===== src/core/msp_pkg.sv =====
// Purpose: constants for the memory map and page logic
// Assumes: 8-bit data paths, 16-bit code addresses
// Notes:   offsets are direct-mode special register addresses
package msp_pkg;
    localparam logic [15:0] MSP_FLASH_BASE      = 16'h0000;
    localparam logic [15:0] MSP_FLASH_TOP_LARGE = 16'h7bff;
    localparam logic [15:0] MSP_FLASH_TOP_SMALL = 16'h3fff;
    localparam logic [7:0]  MSP_SFR_BASE        = 8'h80;
    localparam logic [7:0]  MSP_BANK_TOP        = 8'h1f;
    localparam logic [7:0]  MSP_BITRAM_BASE     = 8'h20;
    localparam logic [7:0]  MSP_BITRAM_TOP      = 8'h2f;
    localparam logic [7:0]  MSP_ADDR_SP         = 8'h81;
    localparam logic [7:0]  MSP_ADDR_PAGE_SEC   = 8'h85;
    localparam logic [7:0]  MSP_ADDR_PAGE_BOT   = 8'h86;
    localparam logic [7:0]  MSP_ADDR_PAGE_SEL   = 8'ha7;
    localparam logic [7:0]  MSP_ADDR_PAGE_CTL   = 8'he5;
    localparam logic [7:0]  MSP_ADDR_PSW        = 8'hd0;
    localparam logic [7:0]  MSP_ADDR_PROGRAM_STORE_CONTROL      = 8'h8f;
    localparam logic [7:0]  MSP_ADDR_PORT0      = 8'h80;
    localparam logic [7:0]  MSP_ADDR_PORT1      = 8'h90;
    localparam logic [7:0]  MSP_ADDR_PORT2      = 8'ha0;
    localparam logic [7:0]  MSP_ADDR_PORT3      = 8'hb0;
    localparam logic [7:0]  MSP_PAGE_0          = 8'h00;
    localparam logic [7:0]  MSP_PAGE_F          = 8'h0f;
    localparam logic [7:0]  MSP_SP_RESET        = 8'h07;
    localparam logic [7:0]  MSP_PAGE_CTL_RESET  = 8'h01;
    localparam logic [7:0]  MSP_PAGE_RESET      = 8'h00;
    localparam int          MSP_RS0_BIT         = 3;
    localparam int          MSP_RS1_BIT         = 4;
    localparam int          MSP_PSWE_BIT        = 0;
    localparam int          MSP_AUTOPG_BIT      = 0;
    localparam int          MSP_REC_W           = 32;
    localparam logic [5:0]  MSP_REC_MAX         = 6'd32;
    typedef enum logic [2:0] {
        MSP_SPACE_RAM  = 3'b001,
        MSP_SPACE_SFR  = 3'b010,
        MSP_SPACE_UPR  = 3'b100
    } msp_space_t;
endpackage


===== src/core/msp_page_stack.sv =====
// Purpose: three-byte special register page stack
// Assumes: single-cycle entry and return strobes from the core
// Notes:   software writes touch one byte only
`timescale 1ns/1ps
`default_nettype none
module msp_page_stack
    import msp_pkg::*;
(
    // clock and reset
    input  wire logic       clk,
    input  wire logic       reset,
    // core events
    input  wire logic       irq_entry,
    input  wire logic       irq_return,
    input  wire logic       auto_page_enable,
    // software writes
    input  wire logic       wr_sel,
    input  wire logic       wr_sec,
    input  wire logic       wr_bot,
    input  wire logic [7:0] wr_data,
    // stack contents
    output logic      [7:0] page_select,
    output logic      [7:0] page_stack_second,
    output logic      [7:0] page_stack_bottom
);
    logic push;
    logic pop;
    assign push = irq_entry & auto_page_enable;
    assign pop  = irq_return & auto_page_enable & ~irq_entry;

    always_ff @(posedge clk or posedge reset) begin
        if (reset) begin
            page_select       <= MSP_PAGE_RESET;
            page_stack_second <= MSP_PAGE_RESET;
            page_stack_bottom <= MSP_PAGE_RESET;
        end else if (push) begin
            page_select       <= MSP_PAGE_0;
            page_stack_second <= page_select;
            page_stack_bottom <= page_stack_second;
        end else if (pop) begin
            page_select       <= page_stack_second;
            page_stack_second <= page_stack_bottom;
            page_stack_bottom <= MSP_PAGE_RESET;
        end else begin
            if (wr_sel) page_select <= wr_data;
            if (wr_sec) page_stack_second <= wr_data;
            if (wr_bot) page_stack_bottom <= wr_data;
        end
    end
endmodule
`default_nettype wire


===== src/core/msp_memmap.sv =====
// Purpose: memory space decode, stack pointer, stack record, page select
// Assumes: core gives access kind, address mode and strobes each cycle
// Notes:   one access per cycle; special registers outside this block
//          are reached through the decoded select outputs
`timescale 1ns/1ps
`default_nettype none
module msp_memmap
    import msp_pkg::*;
#(
    parameter bit LARGE_FLASH = 1'b1
)
(
    // clock and reset
    input  wire logic        clk,
    input  wire logic        reset,
    // code space access
    input  wire logic [15:0] code_addr,
    input  wire logic        code_fetch,
    input  wire logic        xdata_wr,
    output logic             code_valid,
    output logic             code_reserved,
    output logic             code_write,
    // data space access
    input  wire logic [7:0]  data_addr,
    input  wire logic        data_indirect,
    input  wire logic        data_use_r1,
    input  wire logic        data_bit,
    input  wire logic        data_wr,
    input  wire logic [7:0]  data_wdata,
    input  wire logic [7:0]  reg_r0,
    input  wire logic [7:0]  reg_r1,
    output logic      [7:0]  ram_addr,
    output logic             ram_sel,
    output logic      [2:0]  ram_bit,
    output logic             ram_bit_mode,
    output logic             sfr_sel,
    output logic      [7:0]  sfr_addr,
    output logic      [7:0]  sfr_page,
    output logic             sfr_bit_mode,
    output logic             bit_illegal,
    output logic      [7:0]  local_rdata,
    output logic             local_hit,
    // stack events
    input  wire logic        stk_push,
    input  wire logic        stk_pop,
    input  wire logic        stk_call,
    input  wire logic        stk_ret,
    output logic      [7:0]  stack_top_pointer,
    output logic      [7:0]  stack_wr_addr,
    // debug record
    output logic [MSP_REC_W-1:0] rec_shift,
    output logic             rec_overflow,
    output logic             rec_underflow,
    // interrupt events
    input  wire logic        irq_entry,
    input  wire logic        irq_return,
    // status word and store control
    input  wire logic [7:0]  program_status_word,
    input  wire logic [7:0]  program_store_control,
    output logic             auto_page_enable
);
    logic [7:0] page_select;
    logic [7:0] page_stack_second;
    logic [7:0] page_stack_bottom;
    logic [7:0] sp_reg;
    logic [7:0] ctl_reg;
    logic [5:0] depth_reg;
    logic [7:0] eff_addr;
    logic [1:0] bank;
    logic       direct_sfr;
    logic       wr_sp;
    logic       wr_sel;
    logic       wr_sec;
    logic       wr_bot;
    logic       wr_ctl;
    logic       all_page;

    function automatic logic is_all_page(input logic [7:0] a);
        is_all_page = (a == MSP_ADDR_PORT0) || (a == MSP_ADDR_PORT1) ||
                      (a == MSP_ADDR_PORT2) || (a == MSP_ADDR_PORT3) ||
                      (a == MSP_ADDR_SP) || (a == MSP_ADDR_PAGE_SEL) ||
                      (a == MSP_ADDR_PAGE_SEC) ||
                      (a == MSP_ADDR_PAGE_BOT);
    endfunction

    function automatic logic sfr_bit_ok(input logic [7:0] a);
        sfr_bit_ok = (a[2:0] == 3'h0);
    endfunction

    // code space
    always_comb begin
        logic [15:0] top;
        top = LARGE_FLASH ? MSP_FLASH_TOP_LARGE : MSP_FLASH_TOP_SMALL;
        // data writes steered into code only with store enable
        code_write = xdata_wr &
                     program_store_control[MSP_PSWE_BIT];
        code_reserved = (code_addr > top);
        code_valid    = (code_fetch | code_write) &
                        (code_addr >= MSP_FLASH_BASE) & ~code_reserved;
    end

    // data space decode
    assign bank = {program_status_word[MSP_RS1_BIT],
                   program_status_word[MSP_RS0_BIT]};
    assign eff_addr = data_indirect ?
                      (data_use_r1 ? reg_r1 : reg_r0) : data_addr;
    assign direct_sfr = ~data_indirect & ~data_bit &
                        (data_addr >= MSP_SFR_BASE);

    always_comb begin
        ram_addr     = eff_addr;
        ram_bit      = 3'h0;
        ram_bit_mode = 1'b0;
        sfr_bit_mode = 1'b0;
        bit_illegal  = 1'b0;
        sfr_addr     = data_addr;
        sfr_sel      = direct_sfr;
        if (data_bit) begin
            if (data_addr < MSP_SFR_BASE) begin
                ram_addr = MSP_BITRAM_BASE +
                           {4'h0, data_addr[6:3]};
                ram_bit  = data_addr[2:0];
                ram_bit_mode = 1'b1;
            end else begin
                sfr_addr = {data_addr[7:3], 3'h0};
                sfr_sel  = sfr_bit_ok({data_addr[7:3], 3'h0});
                sfr_bit_mode = sfr_sel;
                bit_illegal  = ~sfr_sel;
            end
        end else if (~data_indirect && data_addr <= MSP_BANK_TOP) begin
            ram_addr = {3'h0, bank, data_addr[2:0]};
        end
        ram_sel = ~sfr_sel & ~bit_illegal;
    end

    assign all_page = is_all_page(sfr_addr);
    assign sfr_page = all_page ? MSP_PAGE_0 : page_select;

    // local register writes
    assign wr_sp  = data_wr & direct_sfr & (data_addr == MSP_ADDR_SP);
    assign wr_sel = data_wr & direct_sfr &
                    (data_addr == MSP_ADDR_PAGE_SEL);
    assign wr_sec = data_wr & direct_sfr &
                    (data_addr == MSP_ADDR_PAGE_SEC);
    assign wr_bot = data_wr & direct_sfr & (data_addr == MSP_ADDR_PAGE_BOT);
    assign wr_ctl = data_wr & direct_sfr & (page_select == MSP_PAGE_F) &
                    (data_addr == MSP_ADDR_PAGE_CTL);

    always_ff @(posedge clk or posedge reset) begin
        if (reset) begin
            ctl_reg <= MSP_PAGE_CTL_RESET;
        end else if (wr_ctl) begin
            ctl_reg <= {7'h00, data_wdata[MSP_AUTOPG_BIT]};
        end
    end
    assign auto_page_enable = ctl_reg[MSP_AUTOPG_BIT];

    // stack pointer
    always_ff @(posedge clk or posedge reset) begin
        if (reset) begin
            sp_reg <= MSP_SP_RESET;
        end else if (wr_sp) begin
            sp_reg <= data_wdata;
        end else if (stk_call) begin
            sp_reg <= sp_reg + 8'h02;
        end else if (stk_ret) begin
            sp_reg <= sp_reg - 8'h02;
        end else if (stk_push) begin
            sp_reg <= sp_reg + 8'h01;
        end else if (stk_pop) begin
            sp_reg <= sp_reg - 8'h01;
        end
    end
    assign stack_top_pointer = sp_reg;
    assign stack_wr_addr     = sp_reg + 8'h01;

    // stack record, depth tracked alongside the shift register
    always_ff @(posedge clk or posedge reset) begin
        if (reset) begin
            rec_shift     <= '0;
            depth_reg     <= 6'd0;
            rec_overflow  <= 1'b0;
            rec_underflow <= 1'b0;
        end else if (stk_call) begin
            rec_shift <= {rec_shift[MSP_REC_W-3:0], 2'b11};
            if (depth_reg >= MSP_REC_MAX - 6'd1) begin
                rec_overflow <= 1'b1;
                depth_reg    <= MSP_REC_MAX;
            end else begin
                depth_reg <= depth_reg + 6'd2;
            end
        end else if (stk_ret) begin
            rec_shift <= {2'b00, rec_shift[MSP_REC_W-1:2]};
            if (depth_reg < 6'd2) begin
                rec_underflow <= 1'b1;
                depth_reg     <= 6'd0;
            end else begin
                depth_reg <= depth_reg - 6'd2;
            end
        end else if (stk_push | (wr_sp & (data_wdata == sp_reg + 8'h01))) begin
            rec_shift <= {rec_shift[MSP_REC_W-2:0], 1'b0};
            if (depth_reg == MSP_REC_MAX) begin
                rec_overflow <= 1'b1;
            end else begin
                depth_reg <= depth_reg + 6'd1;
            end
        end else if (stk_pop | (wr_sp & (data_wdata == sp_reg - 8'h01))) begin
            rec_shift <= {1'b0, rec_shift[MSP_REC_W-1:1]};
            if (depth_reg == 6'd0) begin
                rec_underflow <= 1'b1;
            end else begin
                depth_reg <= depth_reg - 6'd1;
            end
        end
    end

    // page stack
    msp_page_stack u_page_stack (
        .clk               (clk),
        .reset             (reset),
        .irq_entry         (irq_entry),
        .irq_return        (irq_return),
        .auto_page_enable  (auto_page_enable),
        .wr_sel            (wr_sel),
        .wr_sec            (wr_sec),
        .wr_bot            (wr_bot),
        .wr_data           (data_wdata),
        .page_select       (page_select),
        .page_stack_second (page_stack_second),
        .page_stack_bottom (page_stack_bottom)
    );

    // local register reads
    always_comb begin
        local_hit   = direct_sfr;
        local_rdata = 8'h00;
        case (data_addr)
            MSP_ADDR_SP:       local_rdata = sp_reg;
            MSP_ADDR_PAGE_SEL: local_rdata = page_select;
            MSP_ADDR_PAGE_SEC: local_rdata = page_stack_second;
            MSP_ADDR_PAGE_BOT: local_rdata = page_stack_bottom;
            MSP_ADDR_PAGE_CTL: begin
                local_rdata = ctl_reg;
                local_hit   = direct_sfr & (page_select == MSP_PAGE_F);
            end
            default:           local_hit = 1'b0;
        endcase
    end
endmodule
`default_nettype wire


===== config.mk =====
export PLATFORM = sky130hd
export DESIGN_NAME = msp_memmap
export DESIGN_NICKNAME = d
export VERILOG_FILES = /design/src/core/msp_pkg.sv /design/src/core/msp_page_stack.sv /design/src/core/msp_memmap.sv
export SDC_FILE = /design/constraint.sdc
export NUM_CORES = 1
export LEC_CHECK = 0
export BUFFER_PORTS_ARGS = -buffer_cell sky130_fd_sc_hd__buf_2
export CORE_MARGIN = 4
export CORE_UTILIZATION = 58
export CTS_CLUSTER_SIZE = 10
export DETAILED_ROUTE_END_ITERATION = 12
export PLACE_DENSITY = 0.84
export SLEW_MARGIN = 20
export SYNTH_ARGS = -nofsm -noshare
export SYNTH_HDL_FRONTEND = slang
export SYNTH_SLANG_ARGS = --single-unit
export TNS_END_PERCENT = 50

===== constraint.sdc =====
create_clock -name clk -period 10.24 [get_ports clk]
set_input_delay 2.048 -clock clk [delete_from_list [all_inputs] [get_ports clk]]
set_output_delay 2.048 -clock clk [all_outputs]
set_load 0.02 [all_outputs]

==> results by group, run 1 <==
Cells and area
  – Nets: 1007
  – Growth of design area from synthesis to finish: 13.5%
  – Fraction of layout cells with a size suffix above 1: 21.3%
  – Antenna fix cells: 0
  – Fin area: 7080 µm²
  – Number of fill cells in the layout: 903
  – Register bank with the most flops: rec_shift
  – Number of flip-flops under the largest register name: 32

Timing
  – RSZ-0062 raised after global routing: false
  – Rel. slew slack: 26.5%
  – Post-route clock period utilization: 55.6%
  – Worst Tran Pin Value: 1100 ps
  – Final clock skew: 6.16 ps
  – Final number of max-transition violations: 0
  – Total negative setup slack: 0 ps
  – Upper clock frequency limit: 176 MHz
  – Final hold violation count: 0
  – Count of endpoints failing setup in the final report: 0
  – Final critical path time including I/O delays and setup: 5690 ps

Drt
  – 1st-iter DRT viols: 653
  – Total via count in the routed design: 6488
  – Via density: 6.12
  – Length of the first detailed-routing pass in iterations: 5
  – Antenna Violating Nets Remaining: 0
  – DRC violation count after routing: 0
  – Total detailed-routing wirelength: 17500 µm
  – Average wire length per cell after detail routing: 16.5 µm

Worst hold path
  – Type of the worst min-delay path: reg -> reg

Outcome
  – Result of the run: completed

Yosys
  – Combinational family with the most area after synthesis: compound AO/OA/AOI/OAI gates
  – Post-synthesis cell type count: 79
  – Synthesized instance count: 824
  – Mux share of post-synthesis cell area: 7.56%
  – Cells taking the most area after synthesis: sky130_fd_sc_hd__dfrtp_1 (28%), sky130_fd_sc_hd__a21oi_1 (6.3%), sky130_fd_sc_hd__mux2i_1 (5.9%)
  – Synthesized-area fraction occupied by xor and xnor cells: 3.37%
  – Share of flip-flops with an asynchronous set or reset: 100%
  – Synth Area in Adders: 2.47%
  – Area fraction in compound gates after synthesis: 27.7%
  – Total of flip-flops plus latches after synthesis: 73
  – Avg Cell Area, Syn: 7.57 µm²
  – Portion of synthesized cell area occupied by the leading cell type: 27.7%
  – Yosys warnings: 0
  – Cell with the most instances after synthesis: sky130_fd_sc_hd__nand2_1
  – Proportion of synthesized chip area in sequential cells: 29.4%
  – Cell type with the largest total area after synthesis: sky130_fd_sc_hd__dfrtp_1
  – Synthesized Nets: 912
  – Most instantiated flip-flop cell in the synthesis netlist: sky130_fd_sc_hd__dfrtp_1
  – Fraction of the mapped netlist area in simple logic gates: 21.4%
  – Number of enable flip-flop cells after synthesis: 0
  – Synthesized cell area: 6240 µm²
  – Commonest cells post-synth: sky130_fd_sc_hd__nand2_1 (95), sky130_fd_sc_hd__a21oi_1 (78), sky130_fd_sc_hd__nor2_1 (71)

CTS
  – Resized cells post-CTS: 0
  – Number of buffers on the longest clock path: 2
  – Post-CTS Setup Repair Bufs: 0
  – TritonCTS clock tree: built
  – H-tree lvl count: 3
  – Latest clock arrival within the worst-skew pair: 350 ps
  – Clock tree root buffer cell: sky130_fd_sc_hd__clkbuf_8
  – Hold buffer count at cts: 0
  – Post-CTS clock slew at the launch and capture registers of the worst setup and hold paths: 80 ps
  – Number of CTS-inserted buffers: 9
  – Clock sink total: 73

Global routing
  – Total overflow reported by the global router: 0
  – Vias in the first global route: 5573
  – Global routing met1 resource utilization: 40.5%
  – Overall fraction of global-route tracks in use: 26.6%
  – GR Layer Usage met2: 39.1%
  – Maximum number of pins on one net before global-route repair: 75
  – Highest-utilization routing layer at the global route stage: met1
  – GR Util met3: 3.48%
  – Wire length of the first global-routing pass: 28100 µm
  – Number of antenna violations at the first check in global routing: 0

Place
  – Number of I/O port buffers: 148
  – Global placer's final weighted congestion: 0.909
  – Post-DP HPWL: 12200 µm
  – Placed cell area: 6880 µm²

Critical path
  – Critical path data required time: 8190 ps
  – Endpoint kind of the worst setup timing path: primary output
  – Kind of start point of the critical path: input port
  – Critical register-to-register path startpoint: stack_top_pointer[2]$_DFFE_PP1P_
  – Top fanout value on the critical path: 10
  – Depth of the most critical reg-to-reg path: 14
  – Worst R2R Setup Slack: 5710 ps
  – Worst setup path class: in -> out
  – Arrival @ worst endpoint: 3640 ps
  – Endpoint of the worst register-to-register path: depth_reg[5]$_DFFE_PP0P_
  – Capture point of the worst path: local_rdata[3]
  – Worst setup path start: data_addr[4]

Die
  – Top-level I/O count: 173
  – Placeable Area: 10400 µm²
  – Initial Util: 59.9%
  – Row Count: 37
  – Die outline width: 112 µm
  – Die Ht: 112 µm
  – DIE AREA: 12500 µm²

Power
  – Static power due to leakage: 3.34 nW
  – VDD IR-drop max: 0.156 mV
  – Power per cell area: 188 nW/µm²

Flow run
  – MaxCap Viol Count: 0
==> kinds of logic after synthesis <==
logic type	after synthesis
simple gates	274
compound gates	273
buf+inv	121
flops	73
mux	46
xor+xnor	24
fa+ha+maj	12
other cells	1
==> worst min-delay path by stage <==
stage                                                     to  slack, ps                                           from  cells after the start
2_1_floorplan  u_page_stack.page_stack_second[0]$_DFFE_PP0P_        490  u_page_stack.page_stack_second[0]$_DFFE_PP0P_                      2
3_3_place_gp                        rec_overflow$_DFFE_PP0P_        480                       rec_overflow$_DFFE_PP0P_                      1
3_5_place_dp                       rec_underflow$_DFFE_PP0P_        490                      rec_underflow$_DFFE_PP0P_                      1
4_1_cts                            rec_underflow$_DFFE_PP0P_        510                      rec_underflow$_DFFE_PP0P_                      1
5_1_grt                             rec_overflow$_DFFE_PP0P_        550                       rec_overflow$_DFFE_PP0P_                      1
6_report                            rec_overflow$_DFFE_PP0P_        510                       rec_overflow$_DFFE_PP0P_                      1
==> routing by layer <==
| metal | vias to the layer above | routed length, µm |
|---|---|---|
| met3 | 32 | 1500 |
| met4 | 0 | 336 |
| met1 | 3017 | 7750 |
| met5 | - | 0 |
| li1 | 3136 | - |
| met2 | 303 | 7880 |
==> final cells by class <==
cell class	count	area (µm²)	share of cell area, %
Multi-Input combinational cell	630	3910	55.2
Sequential cell	73	1830	25.9
Timing Repair Buffer	153	778	11.0
Inverter	52	195	2.76
Tap cell	136	170	2.40
Clock buffer	10	128	1.80
Clock inverter	6	68.8	0.972
==> per-stage QoR <==
step / std cells / hold WS (ps) / utilization, % / setup WS, ps / total power, mW
2_1_floorplan: 824 / 493 / - / 4520 / 0.922
3_3_place_gp: 1044 / 484 / 66.0 / 4520 / 1.09
3_5_place_dp: 1044 / 489 / 66.0 / 4430 / 1.10
4_1_cts: 1060 / 513 / 67.9 / 4620 / 1.33
5_1_grt: 1060 / 549 / 68.0 / 4420 / 1.43
6_report: 1060 / 511 / 68.0 / 4550 / 1.33
==> critical path, stage by stage <==
cell	delay, ps
sky130_fd_sc_hd__buf_2	150
sky130_fd_sc_hd__nor4b_4	380
sky130_fd_sc_hd__and4b_1	560
sky130_fd_sc_hd__a22oi_1	220
sky130_fd_sc_hd__nand2_1	110
sky130_fd_sc_hd__buf_2	170
==> cells in the final DEF (no fill, tap or decap), types with 6 or more instances in the layout <==
master	count
sky130_fd_sc_hd__nor2_1	71
sky130_fd_sc_hd__nand4_1	7
sky130_fd_sc_hd__and2_1	21
sky130_fd_sc_hd__xor2_1	11
sky130_fd_sc_hd__a22o_1	11
sky130_fd_sc_hd__ha_1	9
sky130_fd_sc_hd__or3_1	6
sky130_fd_sc_hd__o21ai_0	64
sky130_fd_sc_hd__dfrtp_1	69
sky130_fd_sc_hd__o211ai_1	7
sky130_fd_sc_hd__nor2b_1	6
sky130_fd_sc_hd__nand2_1	95
sky130_fd_sc_hd__a31oi_1	35
sky130_fd_sc_hd__nor4_1	8
sky130_fd_sc_hd__nor3_1	9
sky130_fd_sc_hd__nand3_1	15
sky130_fd_sc_hd__xnor2_1	13
sky130_fd_sc_hd__inv_1	49
sky130_fd_sc_hd__mux2_2	9
sky130_fd_sc_hd__mux2i_1	37
sky130_fd_sc_hd__buf_2	148
sky130_fd_sc_hd__a21oi_1	78
sky130_fd_sc_hd__a22oi_1	22
sky130_fd_sc_hd__and3_1	8
sky130_fd_sc_hd__clkbuf_8	9
==> where the power goes <==
| part | total, mW | switching [mW] | internal (mW) |
|---|---|---|---|
| registers | 0.463 | 0.119 | 0.344 |
| clock network | 0.229 | 0.116 | 0.113 |
| logic | 0.643 | 0.389 | 0.254 |
Note: power is estimated with default switching activity, not from simulation.
==> inputs of run 2 (changes only) <==
Settings changed: ABC_AREA set to 1, CORE_UTILIZATION 58 to 53, PLACE_DENSITY 0.84 to 0.78.
Clock period 10.24 ns to 5.3 ns, I/O delays scaled along.
==> run 2 against run 1 <==
Against the previous run:
- routed wire length grew 2.8%
- first-iteration DRC count shrank 12%
- sequential power grew 73%
- combinational power increased by 87%
- total power is 97% higher
- flip-flop and latch count unchanged
- global-route usage up 0.41 points
- critical path type unchanged
- largest cell class unchanged
==> results by group, run 2 <==
Critical path
  – Kind of start point of the critical path: input port (unchanged)
  – Capture point of the worst path: sfr_page[2] (was local_rdata[3])
  – Arrival @ worst endpoint: 2920 ps (was 3640 ps)
  – Worst setup path start: data_addr[7] (was data_addr[4])
  – Worst setup path class: in -> out (unchanged)
  – Top fanout value on the critical path: 8 (was 10)
  – Critical register-to-register path startpoint: stack_top_pointer[1]$_DFFE_PP1P_ (was stack_top_pointer[2]$_DFFE_PP1P_)
  – Endpoint kind of the worst setup timing path: primary output (unchanged)
  – Critical path data required time: 4240 ps (was 8190 ps)
  – Worst R2R Setup Slack: 1460 ps (was 5710 ps)
  – Depth of the most critical reg-to-reg path: 24 (was 14)
  – Endpoint of the worst register-to-register path: depth_reg[5]$_DFFE_PP0P_ (unchanged)

Global routing
  – Overall fraction of global-route tracks in use: 27.0% (was 26.6%)
  – Vias in the first global route: 5825 (was 5573)
  – Number of antenna violations at the first check in global routing: 0 (unchanged)
  – Wire length of the first global-routing pass: 28900 µm (was 28100 µm)
  – Maximum number of pins on one net before global-route repair: 70 (was 75)
  – Total overflow reported by the global router: 0 (unchanged)

Power
  – Switching power: 1.19 mW (was 624 µW)
  – Power share of the combinational group: 45.6% (was 48.1%)
  – Power per cell area: 378 nW/µm² (was 188 nW/µm²)
  – Relative contribution of sequential cells to total power: 30.5% (was 34.7%)
  – Clock share of power: 23.9% (was 17.2%)
  – Share of total power consumed by net switching: 45.2% (was 46.7%)
  – Static power due to leakage: 3.54 nW (was 3.34 nW)
  – Internal power of the cells: 1.44 mW (was 711 µW)
  – VDD IR-drop max: 0.231 mV (was 0.156 mV)
  – Overall power after layout: 2.63 mW (was 1.33 mW)

Worst hold path
  – Type of the worst min-delay path: reg -> reg (unchanged)

Cells and area
  – Fraction of layout cells with a size suffix above 1: 21.3% (about the same)
  – Combined area of the multi-input logic cells: 3390 µm² (was 3910 µm²)
  – Final Non-Filler Cells: 1138 (was 1060)
  – Register bank with the most flops: rec_shift (unchanged)
  – Antenna fix cells: 0 (unchanged)
  – Number of flip-flops under the largest register name: 32 (unchanged)
  – Core utilization of the finished layout: 63.8% (was 68.0%)
  – Seq. cell area: 1830 µm² (unchanged)
  – Highest-count cells in the layout ignoring fill and taps: sky130_fd_sc_hd__buf_2 (148), sky130_fd_sc_hd__nand2_1 (144), sky130_fd_sc_hd__inv_1 (126), sky130_fd_sc_hd__o21ai_0 (110), sky130_fd_sc_hd__nor2_1 (92) (was sky130_fd_sc_hd__buf_2 (148), sky130_fd_sc_hd__nand2_1 (95), sky130_fd_sc_hd__a21oi_1 (78), sky130_fd_sc_hd__nor2_1 (71), sky130_fd_sc_hd__dfrtp_1 (69))
  – Fin area: 6980 µm² (was 7080 µm²)
  – Nets: 1081 (was 1007)
  – Growth of design area from synthesis to finish: 16.7% (was 13.5%)
  – Most frequent standard cell in the layout excluding fill and tap cells: sky130_fd_sc_hd__buf_2 (unchanged)
  – Number of fill cells in the layout: 1031 (was 903)

CTS
  – Post-CTS clock slew at the launch and capture registers of the worst setup and hold paths: 60 ps (was 80 ps)
  – Latest clock arrival within the worst-skew pair: 340 ps (was 350 ps)
  – Number of buffers on the longest clock path: 2 (unchanged)
  – Resized cells post-CTS: 0 (unchanged)
  – Clock tree root buffer cell: sky130_fd_sc_hd__clkbuf_16 (was sky130_fd_sc_hd__clkbuf_8)
  – H-tree lvl count: 3 (unchanged)
  – TritonCTS clock tree: built (unchanged)
  – Number of CTS-inserted buffers: 9 (unchanged)
  – Post-CTS Setup Repair Bufs: 0 (unchanged)
  – Hold buffer count at cts: 0 (unchanged)
  – Clock sink total: 73 (unchanged)

Timing
  – Min setup slack post-route: 1320 ps (was 4550 ps)
  – Final clock skew: 10.3 ps (was 6.16 ps)
  – Total negative setup slack: 0 ps (unchanged)
  – Final hold violation count: 0 (unchanged)
  – Upper clock frequency limit: 252 MHz
  – Post-route clock period utilization: 75.0%
  – RSZ-0062 raised after global routing: false (unchanged)
  – Worst hold-check slack: 463 ps (was 511 ps)
  – Final number of max-transition violations: 0 (unchanged)
  – Count of endpoints failing setup in the final report: 0 (unchanged)
  – Worst Tran Pin Value: 1040 ps (was 1100 ps)
  – Final critical path time including I/O delays and setup: 3980 ps
  – Rel. slew slack: 30.0% (was 26.5%)

Drt
  – Total via count in the routed design: 6627 (was 6488)
  – Antenna Violating Nets Remaining: 0 (unchanged)
  – Length of the first detailed-routing pass in iterations: 6 (was 5)
  – Total detailed-routing wirelength: 17900 µm (was 17500 µm)
  – Average wire length per cell after detail routing: 15.8 µm (was 16.5 µm)
  – DRC violation count after routing: 0 (unchanged)
  – Via density: 5.82 (was 6.12)
  – 1st-iter DRT viols: 575 (was 653)

Place
  – Post-DP HPWL: 12700 µm (was 12200 µm)
  – Placed cell area: 6670 µm² (was 6880 µm²)
  – Number of I/O port buffers: 148 (unchanged)
  – Global placer's final weighted congestion: 0.957 (was 0.909)
  – Number of placed instances with taps included: 1122 (was 1044)
  – Worst slack at placement: 1150 ps (was 4430 ps)

Yosys
  – Commonest cells post-synth: sky130_fd_sc_hd__nand2_1 (144), sky130_fd_sc_hd__inv_1 (128), sky130_fd_sc_hd__o21ai_0 (110) (was sky130_fd_sc_hd__nand2_1 (95), sky130_fd_sc_hd__a21oi_1 (78), sky130_fd_sc_hd__nor2_1 (71))
  – Avg Cell Area, Syn: 6.83 µm² (was 7.57 µm²)
  – Proportion of synthesized chip area in sequential cells: 30.6% (was 29.4%)
  – Cell type with the largest total area after synthesis: sky130_fd_sc_hd__dfrtp_1 (unchanged)
  – Total of flip-flops plus latches after synthesis: 73 (unchanged)
  – Synthesized Nets: 963 (was 912)
  – Share of flip-flops with an asynchronous set or reset: 100% (unchanged)
  – Cell with the most instances after synthesis: sky130_fd_sc_hd__nand2_1 (unchanged)
  – Number of enable flip-flop cells after synthesis: 0 (unchanged)
  – Synthesized cell area: 5980 µm² (was 6240 µm²)
  – Yosys warnings: 0 (unchanged)
  – Synthesized instance count: 875 (was 824)
  – Portion of synthesized cell area occupied by the leading cell type: 28.9% (was 27.7%)
  – Post-synthesis cell type count: 51 (was 79)
  – Cells taking the most area after synthesis: sky130_fd_sc_hd__dfrtp_1 (29%), sky130_fd_sc_hd__o21ai_0 (9.2%), sky130_fd_sc_hd__nand2_1 (9.0%) (was sky130_fd_sc_hd__dfrtp_1 (28%), sky130_fd_sc_hd__a21oi_1 (6.3%), sky130_fd_sc_hd__mux2i_1 (5.9%))
  – Most instantiated flip-flop cell in the synthesis netlist: sky130_fd_sc_hd__dfrtp_1 (unchanged)

Die
  – Row Count: 38 (was 37)
  – Initial Util: 54.7% (was 59.9%)
  – Top-level I/O count: 173 (unchanged)
  – DIE AREA: 13000 µm² (was 12500 µm²)
  – Die Ht: 114 µm (was 112 µm)
  – Placeable Area: 10900 µm² (was 10400 µm²)
  – Die outline width: 114 µm (was 112 µm)

Flow run
  – MaxCap Viol Count: 0 (unchanged)

Outcome
  – Result of the run: completed (unchanged)
-- run 2: layout make-up --
| cell class | instances | area share [%] |
|---|---|---|
| Clock inverter | 7 | 1.09 |
| Clock buffer | 9 | 3.23 |
| Tap cell | 140 | 2.51 |
| Sequential cell | 73 | 26.3 |
| Inverter | 138 | 7.43 |
| Timing Repair Buffer | 150 | 10.8 |
| Multi-Input combinational cell | 621 | 48.6 |
-- run 2: power by group through the flow --
stage                     Combinational, mW  Sequential (mW)  Clock [mW]
after CTS                              1.19            0.799       0.634
final                                  1.20            0.803       0.630
after global routing                   1.34            0.819       0.659
after floorplan                       0.831            0.846           0
after global placement                 1.16            0.808           0
after detailed placement               1.18            0.808           0
-- run 2: kinds of logic after synthesis --
| family | share of synthesized area, % |
|---|---|
| other | 0.0627 |
| AND/OR/NAND/NOR | 21.6 |
| XOR/XNOR | 2.60 |
| buffers and inverters | 12.6 |
| flip-flops | 30.6 |
| adder cells (fa/ha/maj) | 2.22 |
| AO/OA/AOI/OAI | 30.2 |
-- run 2: routing by layer --
metal / up-vias / routed length [µm] / global-route usage (%)
li1: 3210 / - / -
met1: 3101 / 7850 / 38.9
met2: 294 / 8340 / 42.8
met3: 22 / 1520 / 3.75
met4: 0 / 240 / 7.28
met5: - / 0 / 0
-- run 2: worst max-delay path: stages --
cell and delay (ps):
sky130_fd_sc_hd__buf_2 160, sky130_fd_sc_hd__nand2_1 70, sky130_fd_sc_hd__inv_1 150, sky130_fd_sc_hd__nor2_1 110
sky130_fd_sc_hd__nor3_1 180, sky130_fd_sc_hd__a21oi_1 50, sky130_fd_sc_hd__or2_2 270, sky130_fd_sc_hd__a21oi_1 570
sky130_fd_sc_hd__nor2_1 110, sky130_fd_sc_hd__buf_2 190
-- run 2: worst min-delay path by stage --
stage | start | endpoint | cells past startpoint | slack (ps)
2_1_floorplan | u_page_stack.page_stack_second[3]$_DFFE_PP0P_ | u_page_stack.page_stack_bottom[3]$_DFFE_PP0P_ | 2 | 510
3_3_place_gp | rec_underflow$_DFFE_PP0P_ | rec_underflow$_DFFE_PP0P_ | 1 | 450
3_5_place_dp | rec_underflow$_DFFE_PP0P_ | rec_underflow$_DFFE_PP0P_ | 1 | 460
4_1_cts | rec_underflow$_DFFE_PP0P_ | rec_underflow$_DFFE_PP0P_ | 1 | 470
5_1_grt | rec_underflow$_DFFE_PP0P_ | rec_underflow$_DFFE_PP0P_ | 1 | 490
6_report | rec_underflow$_DFFE_PP0P_ | rec_underflow$_DFFE_PP0P_ | 1 | 460
==> inputs of run 3 (changes only) <==
Settings changed: ABC_AREA 1 to 0, CORE_UTILIZATION 53 to 54, PLACE_DENSITY 0.78 to 0.79.
Clock period 5.3 ns to 3.8 ns, I/O delays scaled along.
==> run 3 against run 2 <==
Against the previous run:
- utilization increased by 4.1 points
- largest cell class unchanged
- global-route usage up 0.71 points
- worst setup slack lost 1100 ps
- sequential share of layout area down 1.9 points
- register-to-register slack worse by 1300 ps
- flip-flop and latch count did not move
- via count up 1.5%
- cell count fell by 3.6%
==> results by group, run 3 (synthesis gave the netlist of run 1 again) <==
Timing
  – Final clock skew: 9.14 ps (was 10.3 ps)
  – Total negative setup slack: 0 ps (unchanged)
  – Post-route clock period utilization: 94.7%
  – Final hold violation count: 0 (unchanged)
  – Rel. slew slack: 50.9% (was 30.0%)
  – Count of endpoints failing setup in the final report: 0 (unchanged)
  – Final critical path time including I/O delays and setup: 3600 ps
  – Min setup slack post-route: 200 ps (was 1320 ps)
  – Worst Tran Pin Value: 735 ps (was 1040 ps)
  – Final number of max-transition violations: 0 (unchanged)
  – Upper clock frequency limit: 278 MHz
  – RSZ-0062 raised after global routing: true (was false)

Die
  – Top-level I/O count: 173 (unchanged)
  – Placeable Area: 11100 µm² (was 10900 µm²)
  – Initial Util: 56.3% (was 54.7%)
  – Die outline width: 115 µm (was 114 µm)
  – Die Ht: 115 µm (was 114 µm)
  – Row Count: 38 (unchanged)
  – DIE AREA: 13300 µm² (was 13000 µm²)

Critical path
  – Cell family contributing the most delay on the critical path: compound AO/OA/AOI/OAI gates (was simple AND/OR/NAND/NOR gates)
  – Critical path data required time: 4010 ps (was 4240 ps)
  – Kind of start point of the critical path: flop (was input port)
  – Delay of the slowest critical-path stage: 730 ps (was 570 ps)
  – Critical path's most frequent cell: sky130_fd_sc_hd__nand3_1
  – Total buffers and inverters traversed by the critical path: 2 (was 3)
  – Worst path cell trace: ha_2 > buf_4 > nand3_1 > a2111o_1 > o31ai_4 > inv_2 > ha_1 > a21o_1 > nand2_1 > o2111ai_1 > nand3_1 > a2111oi_1 > nor3_1 (was buf_2 > nand2_1 > inv_1 > nor2_1 > nor3_1 > a21oi_1 > or2_2 > a21oi_1 > nor2_1 > buf_2)
  – Arrival @ worst endpoint: 3810 ps (was 2920 ps)
  – Endpoint kind of the worst setup timing path: flop (was primary output)
  – Top fanout value on the critical path: 13 (was 8)
  – Worst setup path class: reg -> reg (was in -> out)
  – Crit path max-delay cell type: sky130_fd_sc_hd__dfstp_4 (was sky130_fd_sc_hd__a21oi_1)

CTS
  – H-tree lvl count: 3 (unchanged)
  – Latest clock arrival within the worst-skew pair: 340 ps (about the same)
  – Hold buffer count at cts: 0 (unchanged)
  – Resized cells post-CTS: 0 (unchanged)
  – Post-CTS Setup Repair Bufs: 0 (unchanged)
  – Clock sink total: 73 (unchanged)
  – Number of buffers on the longest clock path: 2 (unchanged)
  – TritonCTS clock tree: built (unchanged)
  – Number of CTS-inserted buffers: 9 (unchanged)
  – Post-CTS clock slew at the launch and capture registers of the worst setup and hold paths: 60 ps (about the same)
  – Clock tree root buffer cell: sky130_fd_sc_hd__clkbuf_16 (unchanged)

Power
  – Clock share of power: 23.7% (was 23.9%)
  – Static power due to leakage: 3.56 nW (was 3.54 nW)
  – Internal power of the cells: 2.36 mW (was 1.44 mW)
  – Power per cell area: 550 nW/µm² (was 378 nW/µm²)
  – Overall power after layout: 4.14 mW (was 2.63 mW)
  – Switching power: 1.77 mW (was 1.19 mW)
  – Relative contribution of sequential cells to total power: 29.0% (was 30.5%)
  – VDD IR-drop max: 0.516 mV (was 0.231 mV)
  – Share of total power consumed by net switching: 42.8% (was 45.2%)
  – Power share of the combinational group: 47.3% (was 45.6%)

Global routing
  – Overall fraction of global-route tracks in use: 27.7% (was 27.0%)
  – Number of antenna violations at the first check in global routing: 0 (unchanged)
  – Wire length of the first global-routing pass: 30200 µm (was 28900 µm)
  – Vias in the first global route: 6205 (was 5825)
  – Total overflow reported by the global router: 0 (unchanged)
  – Maximum number of pins on one net before global-route repair: 74 (was 70)

Drt
  – 1st-iter DRT viols: 625 (was 575)
  – Total detailed-routing wirelength: 18600 µm (was 17900 µm)
  – Via density: 6.13 (was 5.82)
  – Total via count in the routed design: 6724 (was 6627)
  – Average wire length per cell after detail routing: 17.0 µm (was 15.8 µm)
  – Length of the first detailed-routing pass in iterations: 7 (was 6)
  – Antenna Violating Nets Remaining: 0 (unchanged)
  – DRC violation count after routing: 0 (unchanged)

Place
  – Post-DP HPWL: 13400 µm (was 12700 µm)
  – Number of I/O port buffers: 148 (unchanged)
  – Worst slack at placement: -77.8 ps (was 1150 ps)
  – Global placer's final weighted congestion: 0.993 (was 0.957)

Outcome
  – Result of the run: completed (unchanged)

Cells and area
  – Number of flip-flops under the largest register name: 32 (unchanged)
  – Fraction of layout cells with a size suffix above 1: 24.3% (was 21.3%)
  – Nets: 1041 (was 1081)
  – Growth of design area from synthesis to finish: 20.6% (was 16.7%)
  – Most frequent standard cell in the layout excluding fill and tap cells: sky130_fd_sc_hd__buf_2 (unchanged)
  – Highest-count cells in the layout ignoring fill and taps: sky130_fd_sc_hd__buf_2 (148), sky130_fd_sc_hd__nand2_1 (95), sky130_fd_sc_hd__a21oi_1 (78), sky130_fd_sc_hd__nor2_1 (71), sky130_fd_sc_hd__dfrtp_1 (69) (was sky130_fd_sc_hd__buf_2 (148), sky130_fd_sc_hd__nand2_1 (144), sky130_fd_sc_hd__inv_1 (126), sky130_fd_sc_hd__o21ai_0 (110), sky130_fd_sc_hd__nor2_1 (92))
  – Core utilization of the finished layout: 67.9% (was 63.8%)
  – Register bank with the most flops: rec_shift (unchanged)
  – Antenna fix cells: 0 (unchanged)

Flow run
  – MaxCap Viol Count: 0 (unchanged)

Worst hold path
  – Type of the worst min-delay path: reg -> reg (unchanged)
[run 3: changes by cell type in the layout (fill, tap and decap cells not counted), sizes merged, moves of 36 or more]
cell / delta
inv: -88
nand2: -55
o21ai: -52
mux2i: +37
buf: +37
o22ai: -36
[run 3: metal layers]
layer | vias up | share of wire (%) | global-route usage (%) | wire (µm)
li1 | 3215 | - | - | -
met5 | - | 0 | 0 | 0
met1 | 3186 | 43 | 38.2 | 8020
met4 | 0 | 2.0 | 8.37 | 368
met2 | 291 | 48 | 45.1 | 8840
met3 | 32 | 7.4 | 4.60 | 1380
[run 3: metrics by stage]
step	instances	area (µm²)	hold slack (ps)
after global placement	1082	7170	460
after CTS	1097	7500	481
after global routing	1097	7520	517
after floorplan	824	6270	493
after detailed placement	1082	7170	468
final	1097	7520	476
[run 3: power by group through the flow]
stage	Combinational [mW]	Sequential (mW)	Clock (mW)
floorplan	1.31	1.20	0
global placement	1.89	1.19	0
detailed placement	1.92	1.19	0
CTS	1.93	1.18	0.988
global route	2.15	1.23	1.02
finish	1.96	1.20	0.981
[run 3: cell type report]
class | instances | area (µm²)
multi-input combinational | 630 | 3930
fill | 969 | 3560
sequential | 73 | 1840
timing repair buffer | 187 | 1050
clock buffer | 10 | 229
inverter | 52 | 199
tap | 140 | 175
clock inverter | 5 | 104
[run 3: worst paths after layout]
| kind | startpoint | end | slack [ps] | cells past startpoint |
|---|---|---|---|---|
| setup / recovery | stack_top_pointer[0]$_DFFE_PP1P_ | depth_reg[5]$_DFFE_PP0P_ | 200 | 13 |
| hold / removal | rec_underflow$_DFFE_PP0P_ | rec_underflow$_DFFE_PP0P_ | 480 | 1 |
| setup reg to reg | stack_top_pointer[0]$_DFFE_PP1P_ | depth_reg[5]$_DFFE_PP0P_ | 200 | 13 |
| hold reg to reg | rec_underflow$_DFFE_PP0P_ | rec_underflow$_DFFE_PP0P_ | 480 | 1 |
| max in group asynchronous | reset | stack_top_pointer[2]$_DFFE_PP1P_ | 2950 | 3 |
| min in group asynchronous | reset | rec_shift[10]$_DFFE_PP0P_ | 520 | 3 |
